$ cat config.mk
export PLATFORM = sky130hd
export DESIGN_NAME = fdx_core
export DESIGN_NICKNAME = d
export VERILOG_FILES = /design/src/rtl/fdx_pkg.sv /design/src/rtl/fdx_core.sv
export VERILOG_INCLUDE_DIRS = /design/src /design/src/rtl
export SDC_FILE = /design/constraint.sdc
export NUM_CORES = 1
export LEC_CHECK = 0
export BUFFER_PORTS_ARGS = -buffer_cell sky130_fd_sc_hd__clkbuf_2
export CORE_ASPECT_RATIO = 1.5
export CORE_UTILIZATION = 35
export DETAILED_ROUTE_END_ITERATION = 6
export PLACE_DENSITY = 0.51
export SYNTH_ARGS = -nofsm -noshare
export SYNTH_HDL_FRONTEND = slang
export SYNTH_SLANG_ARGS = --single-unit
$ cat constraint.sdc
create_clock -name CLK_I -period 4.4 [get_ports CLK_I]
set_clock_uncertainty 0.05 [all_clocks]
set_input_delay 0.22 -clock CLK_I [delete_from_list [all_inputs] [get_ports CLK_I]]
set_output_delay 0.22 -clock CLK_I [all_outputs]
set_load 0.02 [all_outputs]
$ cat src/rtl/fdx_cfg.svh
// Offsets, field positions, reset values and timing counts of the seek/perpendicular/lock block.
// Assumes a 32-bit Avalon-MM slave with byte addresses and a 10 MHz system clock.
`ifndef FDX_CFG_SVH
`define FDX_CFG_SVH
`define FDX_A_CMD     6'h00
`define FDX_A_PERP    6'h04
`define FDX_A_LOCK    6'h08
`define FDX_A_CONF    6'h0C
`define FDX_A_STAT    6'h10
`define FDX_A_SRST    6'h14
`define FDX_A_DUMP8   6'h18
`define FDX_A_MODE    6'h1C
`define FDX_A_TIME    6'h20
`define FDX_CMD_DIR   8
`define FDX_CMD_DRV   10
`define FDX_CMD_KIND  12
`define FDX_PERP_PERM 7
`define FDX_CONF_THR  1
`define FDX_CONF_PRE  8
`define FDX_CONF_R1M  16
`define FDX_CONF_SEL  17
`define FDX_QDIS_RST  1'b1
`define FDX_THR_RST   4'h0
`define FDX_PRE_RST   8'h00
`define FDX_ST0_FAULT 4
`define FDX_RECAL_MAX 8'h50
`define FDX_GAP2_1M   8'h29
`define FDX_GAP2_STD  8'h16
`define FDX_VCO_1M    8'h2B
`define FDX_VCO_STD   8'h18
`define FDX_WG_1M     8'h26
`define FDX_WG_500K   8'h13
`define FDX_CLK_HZ    10000000
`define FDX_STEP_NS   3000
`define FDX_PULSE_NS  1000
`define FDX_STEP_CYC  ((`FDX_STEP_NS * (`FDX_CLK_HZ / 1000000) + 999) / 1000)
`define FDX_PULSE_CYC ((`FDX_PULSE_NS * (`FDX_CLK_HZ / 1000000) + 999) / 1000)
`endif

$ cat src/rtl/fdx_pkg.sv
// Types shared by the seek/perpendicular/lock block.
// Assumes nothing beyond a SystemVerilog compiler.
package fdx_pkg;
    typedef enum logic [1:0] {FDX_SEEK, FDX_RELSEEK, FDX_RECAL, FDX_NONE} fdx_kind_e;
    typedef enum logic [1:0] {FDX_COMPAT_A, FDX_COMPAT_B, FDX_COMPAT_C} fdx_regmode_e;
    typedef logic [7:0] fdx_cyl_t;
endpackage : fdx_pkg

$ cat src/rtl/fdx_core.sv
// Seek engines, perpendicular mode settings and lock protection of a floppy controller.
// Assumes an Avalon-MM master on CLK_I and drive home-track pins from outside the clock domain.
//
// Our own choices: the register offsets and the Avalon-MM slave port.
`timescale 1ns/10ps
`include "fdx_cfg.svh"
module fdx_core #(
    parameter int STEP_CYC  = `FDX_STEP_CYC,
    parameter int PULSE_CYC = `FDX_PULSE_CYC
) (
    // Clock, reset and enable.
    input  wire logic              CLK_I,
    input  wire logic              RST_B_I,
    input  wire logic              CE_I,
    // Avalon-MM slave.
    input  wire logic [5:0]        AVS_ADDRESS_I,
    input  wire logic              AVS_READ_I,
    input  wire logic              AVS_WRITE_I,
    input  wire logic [31:0]       AVS_WRITEDATA_I,
    output logic      [31:0]       AVS_READDATA_O,
    output logic                   AVS_WAITREQUEST_O,
    // Drive interface.
    input  wire logic [3:0]        HOME_TRACK_SENSE_I,
    output logic      [3:0]        STEP_O,
    output logic      [3:0]        DIR_O,
    // Register mode seen by the rest of the controller.
    output fdx_pkg::fdx_regmode_e  REG_MODE_O
);
    import fdx_pkg::*;

    // Home sense needs five cycles back through the synchroniser before the next step decision.
    if (STEP_CYC < 5 || PULSE_CYC < 1 || PULSE_CYC >= STEP_CYC || STEP_CYC > 65535)
    begin : g_bad_timing
        $error("fdx_core: bad step timing");
    end

    ////////////////////////////////////////////////////////////////////////////////
    // Bus slave.

    logic        ack;
    logic        wr_go;
    logic        rd_go;
    logic [31:0] rd_next;
    logic        soft_rst;

    // One wait cycle; the request completes on the edge where ack is high.
    assign AVS_WAITREQUEST_O = (AVS_READ_I | AVS_WRITE_I) & ~ack;
    assign wr_go    = CE_I & AVS_WRITE_I & ack;
    assign rd_go    = CE_I & AVS_READ_I & ack;
    assign soft_rst = wr_go && AVS_ADDRESS_I == `FDX_A_SRST;

    // Acknowledge flop.
    always_ff @(posedge CLK_I)
    begin
        if (!RST_B_I)
            ack <= 1'b0;
        else if (CE_I)
            ack <= (AVS_READ_I | AVS_WRITE_I) & ~ack;
    end

    ////////////////////////////////////////////////////////////////////////////////
    // Perpendicular, lock and configuration state.

    logic       gap;
    logic       write_timing_select;
    logic [3:0] pflags;
    logic       lock;
    logic       qdis;
    logic [3:0] thr;
    logic [7:0] pre;
    logic       rate_1m;
    logic [1:0] sel;
    logic [2:0] mode_bits;

    // Global bits: hardware and software reset clear them.
    always_ff @(posedge CLK_I)
    begin
        if (!RST_B_I)
            {write_timing_select, gap} <= 2'h0;
        else if (CE_I && soft_rst)
            {write_timing_select, gap} <= 2'h0;
        else if (wr_go && AVS_ADDRESS_I == `FDX_A_PERP)
            {write_timing_select, gap} <= AVS_WRITEDATA_I[1:0];
    end

    // Per-drive flags survive software reset and need the write permit.
    always_ff @(posedge CLK_I)
    begin
        if (!RST_B_I)
            pflags <= 4'h0;
        else if (wr_go && AVS_ADDRESS_I == `FDX_A_PERP && AVS_WRITEDATA_I[`FDX_PERP_PERM])
            pflags <= AVS_WRITEDATA_I[5:2];
    end

    // Lock bit, cleared by hardware reset or by a LOCK write with bit 7 low; software reset keeps it.
    always_ff @(posedge CLK_I)
    begin
        if (!RST_B_I)
            lock <= 1'b0;
        else if (wr_go && AVS_ADDRESS_I == `FDX_A_LOCK)
            lock <= AVS_WRITEDATA_I[7];
    end

    // Queue and precompensation settings; software reset restores them unless locked.
    always_ff @(posedge CLK_I)
    begin
        if (!RST_B_I)
        begin
            qdis <= `FDX_QDIS_RST;
            thr  <= `FDX_THR_RST;
            pre  <= `FDX_PRE_RST;
        end
        else if (CE_I && soft_rst && !lock)
        begin
            qdis <= `FDX_QDIS_RST;
            thr  <= `FDX_THR_RST;
            pre  <= `FDX_PRE_RST;
        end
        else if (wr_go && AVS_ADDRESS_I == `FDX_A_CONF)
        begin
            qdis <= AVS_WRITEDATA_I[0];
            thr  <= AVS_WRITEDATA_I[`FDX_CONF_THR +: 4];
            pre  <= AVS_WRITEDATA_I[`FDX_CONF_PRE +: 8];
        end
    end

    // Data rate choice and drive selector for the timing view; mode straps.
    always_ff @(posedge CLK_I)
    begin
        if (!RST_B_I)
        begin
            rate_1m   <= 1'b0;
            sel       <= 2'h0;
            mode_bits <= 3'h0;
        end
        else if (wr_go && AVS_ADDRESS_I == `FDX_A_CONF)
        begin
            rate_1m <= AVS_WRITEDATA_I[`FDX_CONF_R1M];
            sel     <= AVS_WRITEDATA_I[`FDX_CONF_SEL +: 2];
        end
        else if (wr_go && AVS_ADDRESS_I == `FDX_A_MODE)
            mode_bits <= AVS_WRITEDATA_I[2:0];
    end

    // Platform select in bit 1 (bit 0 is not decoded), double density encoding in bit 2.
    always_comb
    begin
        if (mode_bits[1])
            REG_MODE_O = mode_bits[2] ? FDX_COMPAT_C : FDX_COMPAT_B;
        else
            REG_MODE_O = FDX_COMPAT_A;
    end

    // Effective mode of a drive: {perpendicular, 1 Mbps}.
    function automatic logic [1:0] perp_of(input logic [1:0] d);
        logic [1:0] m;
        m = 2'h0;
        if (write_timing_select && gap)
            m = 2'b11;
        else if (gap && !write_timing_select)
            m = 2'b10;
        else if (!gap && !write_timing_select && pflags[d])
            m = {1'b1, rate_1m};
        return m;
    endfunction : perp_of

    logic [1:0] pm;
    logic [7:0] gap2_len;
    logic [7:0] vco_at;
    logic [7:0] wg_bytes;
    logic       pre_on;

    // Gap2, VCO start and write gate figures for the selected drive.
    always_comb
    begin
        pm       = perp_of(sel);
        gap2_len = (pm == 2'b11) ? `FDX_GAP2_1M : `FDX_GAP2_STD;
        vco_at   = (pm == 2'b11) ? `FDX_VCO_1M : `FDX_VCO_STD;
        wg_bytes = pm[1] ? (pm[0] ? `FDX_WG_1M : `FDX_WG_500K) : 8'h00;
        pre_on   = !(pflags[sel] && !gap && !write_timing_select);
    end

    ////////////////////////////////////////////////////////////////////////////////
    // Seek engines, one per drive.

    logic [1:0]  h1 [4];
    logic [3:0]  h2;
    fdx_kind_e   kind [4];
    logic [3:0]  act;
    logic [3:0]  dirr;
    fdx_cyl_t    cnt [4];
    fdx_cyl_t    pc [4];
    logic [15:0] tmr [4];
    logic [7:0]  st0;
    logic        end_pend;
    logic        cmd_go;
    logic [1:0]  c_drv;
    fdx_kind_e   c_kind;
    logic        c_ok;
    logic [3:0]  step_now;

    // Home track pins pass three flops.
    always_ff @(posedge CLK_I)
    begin
        if (!RST_B_I)
        begin
            for (int i = 0; i < 4; i++)
                h1[i] <= 2'h0;
            h2 <= 4'h0;
        end
        else if (CE_I)
        begin
            for (int i = 0; i < 4; i++)
                h1[i] <= {h1[i][0], HOME_TRACK_SENSE_I[i]};
            for (int i = 0; i < 4; i++)
                h2[i] <= h1[i][1];
        end
    end

    // Command decode: relative seek shares the seek layout.
    assign cmd_go = wr_go && AVS_ADDRESS_I == `FDX_A_CMD;
    assign c_drv  = AVS_WRITEDATA_I[`FDX_CMD_DRV +: 2];
    assign c_kind = fdx_kind_e'(AVS_WRITEDATA_I[`FDX_CMD_KIND +: 2]);
    assign c_ok   = cmd_go && c_kind != FDX_NONE && !act[c_drv]
                    && !(c_kind == FDX_RELSEEK && |(act & rel_mask()));

    function automatic logic [3:0] rel_mask();
        logic [3:0] m;
        m = 4'h0;
        for (int i = 0; i < 4; i++)
            m[i] = kind[i] == FDX_RELSEEK;
        return m;
    endfunction : rel_mask

    // Step engines; each engine acts when its interval timer expires.
    always_ff @(posedge CLK_I)
    begin
        if (!RST_B_I)
        begin
            act      <= 4'h0;
            dirr     <= 4'h0;
            STEP_O   <= 4'h0;
            st0      <= 8'h00;
            end_pend <= 1'b0;
            step_now <= 4'h0;
            for (int i = 0; i < 4; i++)
            begin
                kind[i] <= FDX_NONE;
                cnt[i]  <= 8'h00;
                pc[i]   <= 8'h00;
                tmr[i]  <= 16'h0000;
            end
        end
        else if (CE_I)
        begin
            step_now <= 4'h0;
            if (rd_go && AVS_ADDRESS_I == `FDX_A_STAT)
                end_pend <= 1'b0;
            for (int i = 0; i < 4; i++)
            begin
                if (tmr[i] == 16'(STEP_CYC - PULSE_CYC))
                    STEP_O[i] <= 1'b0;
                if (c_ok && c_drv == 2'(i))
                begin
                    act[i]  <= 1'b1;
                    kind[i] <= c_kind;
                    tmr[i]  <= 16'h0000;
                    dirr[i] <= AVS_WRITEDATA_I[`FDX_CMD_DIR];
                    cnt[i]  <= (c_kind == FDX_RECAL) ? 8'h00 : AVS_WRITEDATA_I[7:0];
                    if (c_kind == FDX_RECAL)
                        pc[i] <= 8'h00;
                end
                else if (act[i] && tmr[i] != 16'h0000)
                    tmr[i] <= tmr[i] - 16'h0001;
                else if (act[i])
                begin
                    tmr[i] <= 16'(STEP_CYC - 1);
                    case (kind[i])
                        FDX_RELSEEK:
                        begin
                            if (cnt[i] == 8'h00 || (!dirr[i] && h2[i]))
                            begin
                                act[i]   <= 1'b0;
                                kind[i]  <= FDX_NONE;
                                end_pend <= 1'b1;
                                st0      <= {1'b0, cnt[i] != 8'h00, 1'b1, cnt[i] != 8'h00, 2'h0, 2'(i)};
                            end
                            else
                            begin
                                STEP_O[i]   <= 1'b1;
                                step_now[i] <= 1'b1;
                                cnt[i]      <= cnt[i] - 8'h01;
                                pc[i]       <= dirr[i] ? pc[i] + 8'h01 : pc[i] - 8'h01;
                            end
                        end
                        FDX_SEEK:
                        begin
                            if (pc[i] == cnt[i])
                            begin
                                act[i]   <= 1'b0;
                                kind[i]  <= FDX_NONE;
                                end_pend <= 1'b1;
                                st0      <= {3'b001, 3'h0, 2'(i)};
                            end
                            else
                            begin
                                dirr[i]     <= cnt[i] > pc[i];
                                STEP_O[i]   <= 1'b1;
                                step_now[i] <= 1'b1;
                                pc[i]       <= (cnt[i] > pc[i]) ? pc[i] + 8'h01 : pc[i] - 8'h01;
                            end
                        end
                        FDX_RECAL:
                        begin
                            dirr[i] <= 1'b0;
                            if (h2[i] || cnt[i] == `FDX_RECAL_MAX)
                            begin
                                act[i]   <= 1'b0;
                                kind[i]  <= FDX_NONE;
                                end_pend <= 1'b1;
                                st0      <= {1'b0, !h2[i], 1'b1, !h2[i], 2'h0, 2'(i)};
                            end
                            else
                            begin
                                STEP_O[i]   <= 1'b1;
                                step_now[i] <= 1'b1;
                                cnt[i]      <= cnt[i] + 8'h01;
                            end
                        end
                        default:
                            act[i] <= 1'b0;
                    endcase
                end
            end
        end
    end

    assign DIR_O = dirr;

    ////////////////////////////////////////////////////////////////////////////////
    // Read data.

    // Read value is captured in the wait cycle and stands at the completing edge.
    always_comb
    begin
        case (AVS_ADDRESS_I)
            `FDX_A_CMD:   rd_next = {24'h0, 4'h0, act};
            `FDX_A_PERP:  rd_next = {26'h0, pflags, write_timing_select, gap};
            `FDX_A_LOCK:  rd_next = {27'h0, lock, 4'h0};
            `FDX_A_CONF:  rd_next = {13'h0, sel, rate_1m, pre, 3'h0, thr, qdis};
            `FDX_A_STAT:  rd_next = {15'h0, end_pend, pc[st0[1:0]], st0};
            `FDX_A_DUMP8: rd_next = {24'h0, lock, 1'b0, pflags, gap, write_timing_select};
            `FDX_A_MODE:  rd_next = {29'h0, mode_bits};
            `FDX_A_TIME:  rd_next = {7'h0, pre_on, wg_bytes, vco_at, gap2_len};
            default:      rd_next = 32'h0000_0000;
        endcase
    end

    // Read data register.
    always_ff @(posedge CLK_I)
    begin
        if (!RST_B_I)
            AVS_READDATA_O <= 32'h0000_0000;
        else if (CE_I && AVS_READ_I && !ack)
            AVS_READDATA_O <= rd_next;
    end
endmodule : fdx_core

==> metrics.md <==
| Metric | Value |
|---|---|
| Reg clk slew, reported paths | `60 ps` |
| FF+latch count, synth | `220` |
| Clock power frac | `0.438` |
| Hold path endpoint | `cnt[0][6]$_SDFFCE_PN0P_` |
| RSZ-0062 raised after global routing | `false` |
| Crit-path slowest cell | `or4_4` |
| Worst R2R Setup Slack | `820 ps` |
| Initial Util | `0.356` |
| Largest net degree at the start of global routing | `31` |
| Most common cell on crit path | `or4_4` |
| Min-Delay Path Class | `in2reg` |
| Final #Nets | `1809` |
| Fmax | `280 MHz` |
| NetSw | `1.35 mW` |
| LEAKAGE | `5.84 nW` |
| Met2 usage | `0.416` |
| Hold_sp | `AVS_WRITEDATA_I[6]` |
| Status | `complete, no violations` |
| Per-cell routed wire length | `21.2 µm` |
| Number of antenna violations at the first check in global routing | `1` |
| P per Cell Area | `308 nW/µm²` |
| Worst-Margin Slew | `1120 ps` |
| Ranking of synthesized cells by area | `edfxtp_1, dfxtp_1, ha_1, nor2_1, xnor2_1` |
| Netlist cell types | `89` |
| EDFF count, synth | `144` |
| GP Congestion | `0.918` |
| WP data required | `4520 ps` |
| Sw frac | `0.263` |
| First drt pass iteration count | `6` |
| Most common cell after layout, fill and taps aside | `nor2_1` |
| Clk_lat worst skew | `570 ps` |
| R2r startpoint | `tmr[2][9]$_SDFFCE_PP0P_` |
| Clock Path Buffers | `3` |
| First-pass GRT wire length | `73900 µm` |
| GRT met1 Usage | `0.253` |
| Post-route ant nets | `0` |
| Cell Area, Synth | `14700 µm²` |
| Seq/Total Area, Yosys | `0.397` |
| Most frequent cells in the layout | `nor2_1, nand2_1, edfxtp_1` |
| Final hold viol count | `0` |
| Die Height | `253 µm` |
| Most used routing layer | `met2` |
| Gr ovfl total | `0` |
| Vias | `13082` |
| Mapped Cells | `1646` |
| Clk root buf | `clkbuf_16` |
| Post-layout util | `0.403` |
| Layout area overhead | `13.0%` |
| Vias in the first global route | `12691` |
| Mean post-synth cell area | `8.95 µm²` |
| Setup CP Type | `reg2reg` |
| Synth async-reset ratio | `0` |
| CTS Buf Count | `26` |
| Critical path endpoint category | `register` |
| Total GRT Usage | `0.224` |
| Crit path time final | `3580 ps` |
| Peak VDD IR | `0.000258 V` |
| CP max FO | `10` |
| Int Power | `3.78 mW` |
| Fin Setup TNS | `0 ps` |
| # diodes | `0` |
| DR DRC count | `0` |
| Worst endpoint data arrival time | `3700 ps` |
| TritonCTS clock tree | `yes` |
| CP peak stage delay | `640 ps` |
| Startpoint Class | `register` |
| PortBufs | `66` |
| Top cell type's share of synthesized area | `0.294` |
| Final setup vio count | `0` |
| Max cap viols | `0` |
| Slew Limit Fails | `0` |
| Worst Hold Depth | `3` |
| Synth warn | `0` |
| Grt met3 use | `0.0242` |
| Die Area | `42900 µm²` |
| Post-synth top area cell | `edfxtp_1` |
| Overall power | `5.13 mW` |
| H-tree levels | `1` |
| Row Count | `91` |
| # clock sinks | `220` |
| DR iter-0 viols | `812` |
| Via density | `5.73` |
| Main flop type after synthesis | `edfxtp_1` |
| CP cell instances | `or4_4, or3_4, or4_4, nor4_4, nor2_1, o211ai_1` |
| Fin crit share | `0.813` |
| Chip width | `170 µm` |
| Detail Placement HPWL | `36500 µm` |
| Slew margin rel. | `0.245` |
| Top Ports | `90` |
| R2R cell count | `6` |
| Comb pwr share | `0.102` |
| Routed WL | `48400 µm` |
| Share of cells above drive strength 1 | `0.111` |
| Worst reg2reg path endpoint | `pc[2][6]$_SDFFCE_PN0P_` |
| Core area | `41300 µm²` |
| Reg power frac | `0.460` |
## final cells by class
class,instances,area [µm²]
well taps,558,698
multi-input cells,1281,8290
clock buffers,38,766
clock inverters,10,110
flip-flops and latches,220,5850
fillers,4179,24700
repair buffers,109,693
inverters,66,248
## worst max path at each step
stage                                          to  slack [ps]  cells past startpoint                     from
final                      pc[2][6]$_SDFFCE_PN0P_         820                      6  tmr[2][9]$_SDFFCE_PP0P_
after global routing       pc[2][6]$_SDFFCE_PN0P_         650                      6  tmr[2][9]$_SDFFCE_PP0P_
after CTS                  pc[2][6]$_SDFFCE_PN0P_         830                      6  tmr[2][9]$_SDFFCE_PP0P_
after detailed placement   pc[2][6]$_SDFFCE_PN0P_         830                      8         AVS_ADDRESS_I[1]
after global placement     pc[2][6]$_SDFFCE_PN0P_         830                      8         AVS_ADDRESS_I[1]
after floorplan           cnt[2][0]$_SDFFCE_PN0P_        1180                      8  tmr[2][9]$_SDFFCE_PP0P_
## repair_timing
| action | CTS | global route |
|---|---|---|
| hold buffers | 16 | 0 |
| setup buffers | 0 | 0 |
| hold endpoints to repair | 19 | 0 |
| resized for setup | 0 | 0 |
## routing by layer
metal  vias to the layer above  wire (µm)
met4                         2       2220
met1                      6392      19100
met2                       339      25200
met3                        97       1860
li1                       6252          -
met5                         -         10
## cells by family (layout without fill, tap and decap cells)
| family | Yosys count | after routing | synth area share |
|---|---|---|---|
| and+or+nand+nor | 678 | 678 | 0.231 |
| AOI/OAI and AO/OA | 387 | 387 | 0.179 |
| DFF | 220 | 220 | 0.397 |
| buffers and inverters | 154 | 223 | 0.0426 |
| xor gates and xnor gates | 91 | 91 | 0.0541 |
| adders and majority gates | 58 | 58 | 0.0493 |
| muxes | 57 | 57 | 0.0470 |
| other | 1 | 10 | 0.000255 |
## cells in the mapped netlist, types with 4 or more instances
| cell | count |
|---|---|
| nor2_1 | 176 |
| or2_2 | 15 |
| o221a_2 | 6 |
| nand2b_1 | 25 |
| clkbuf_1 | 72 |
| o32ai_1 | 4 |
| o21ai_0 | 57 |
| a2bb2oi_1 | 4 |
| a22o_1 | 10 |
| mux4_2 | 9 |
| ha_1 | 58 |
| xnor2_1 | 70 |
| nor4_1 | 22 |
| a221o_1 | 4 |
| or3_1 | 25 |
| nand2_1 | 151 |
| mux2i_1 | 41 |
| xor2_1 | 21 |
| nand4b_1 | 4 |
| o31ai_1 | 13 |
| or4_1 | 7 |
| o22ai_1 | 15 |
| nand3b_1 | 5 |
| a211oi_1 | 10 |
| a221oi_1 | 23 |
| nand4_1 | 21 |
| a21oi_1 | 117 |
| nor4b_1 | 4 |
| a31oi_1 | 12 |
| nor3b_1 | 13 |
| dfxtp_1 | 76 |
| nand3_1 | 78 |
| inv_1 | 63 |
| a22oi_1 | 24 |
| o211ai_1 | 14 |
| o21a_1 | 13 |
| nor2b_1 | 16 |
| and3_1 | 30 |
| and2_1 | 10 |
| buf_4 | 10 |
| o221ai_1 | 13 |
| mux2_2 | 7 |
| a32o_1 | 7 |
| nor3_1 | 52 |
| edfxtp_1 | 144 |
## sequential cells by signal, indices dropped and copies added, names as in the netlist, 8 cells and up, named ones only
| name | cells |
|---|---|
| h1 | 8 |
| tmr | 64 |
| pc | 32 |
| cnt | 32 |
| kind | 8 |
| AVS_READDATA_O | 22 |
| st0 | 8 |
| pre | 8 |
## critical path: cells and delay by family (launching register included)
| family | cells | cell delay, ps |
|---|---|---|
| compound gates | 1 | 430 |
| flops | 1 | 470 |
| simple gates | 5 | 2250 |
## power groups by stage
stage                     combinational, mW  clock [mW]  sequential [mW]
after detailed placement              0.509           0             2.40
after floorplan                       0.366           0             2.35
final                                 0.524        2.25             2.36
after CTS                             0.524        2.31             2.36
after global routing                  0.574        2.37             2.37
after global placement                0.502           0             2.40
## stage by stage
stage | hold slack [ps] | std cells | instance area (µm²) | setup slack (ps)
CTS | 7.36 | 2282 | 16700 | 830
finish | 20.3 | 2282 | 16700 | 823
detailed placement | 401 | 2218 | 15600 | 829
global route | 8.83 | 2282 | 16700 | 647
floorplan | 294 | 1655 | 14800 | 1180
global placement | 391 | 2218 | 15600 | 831
(Power assumes the default switching activity.)
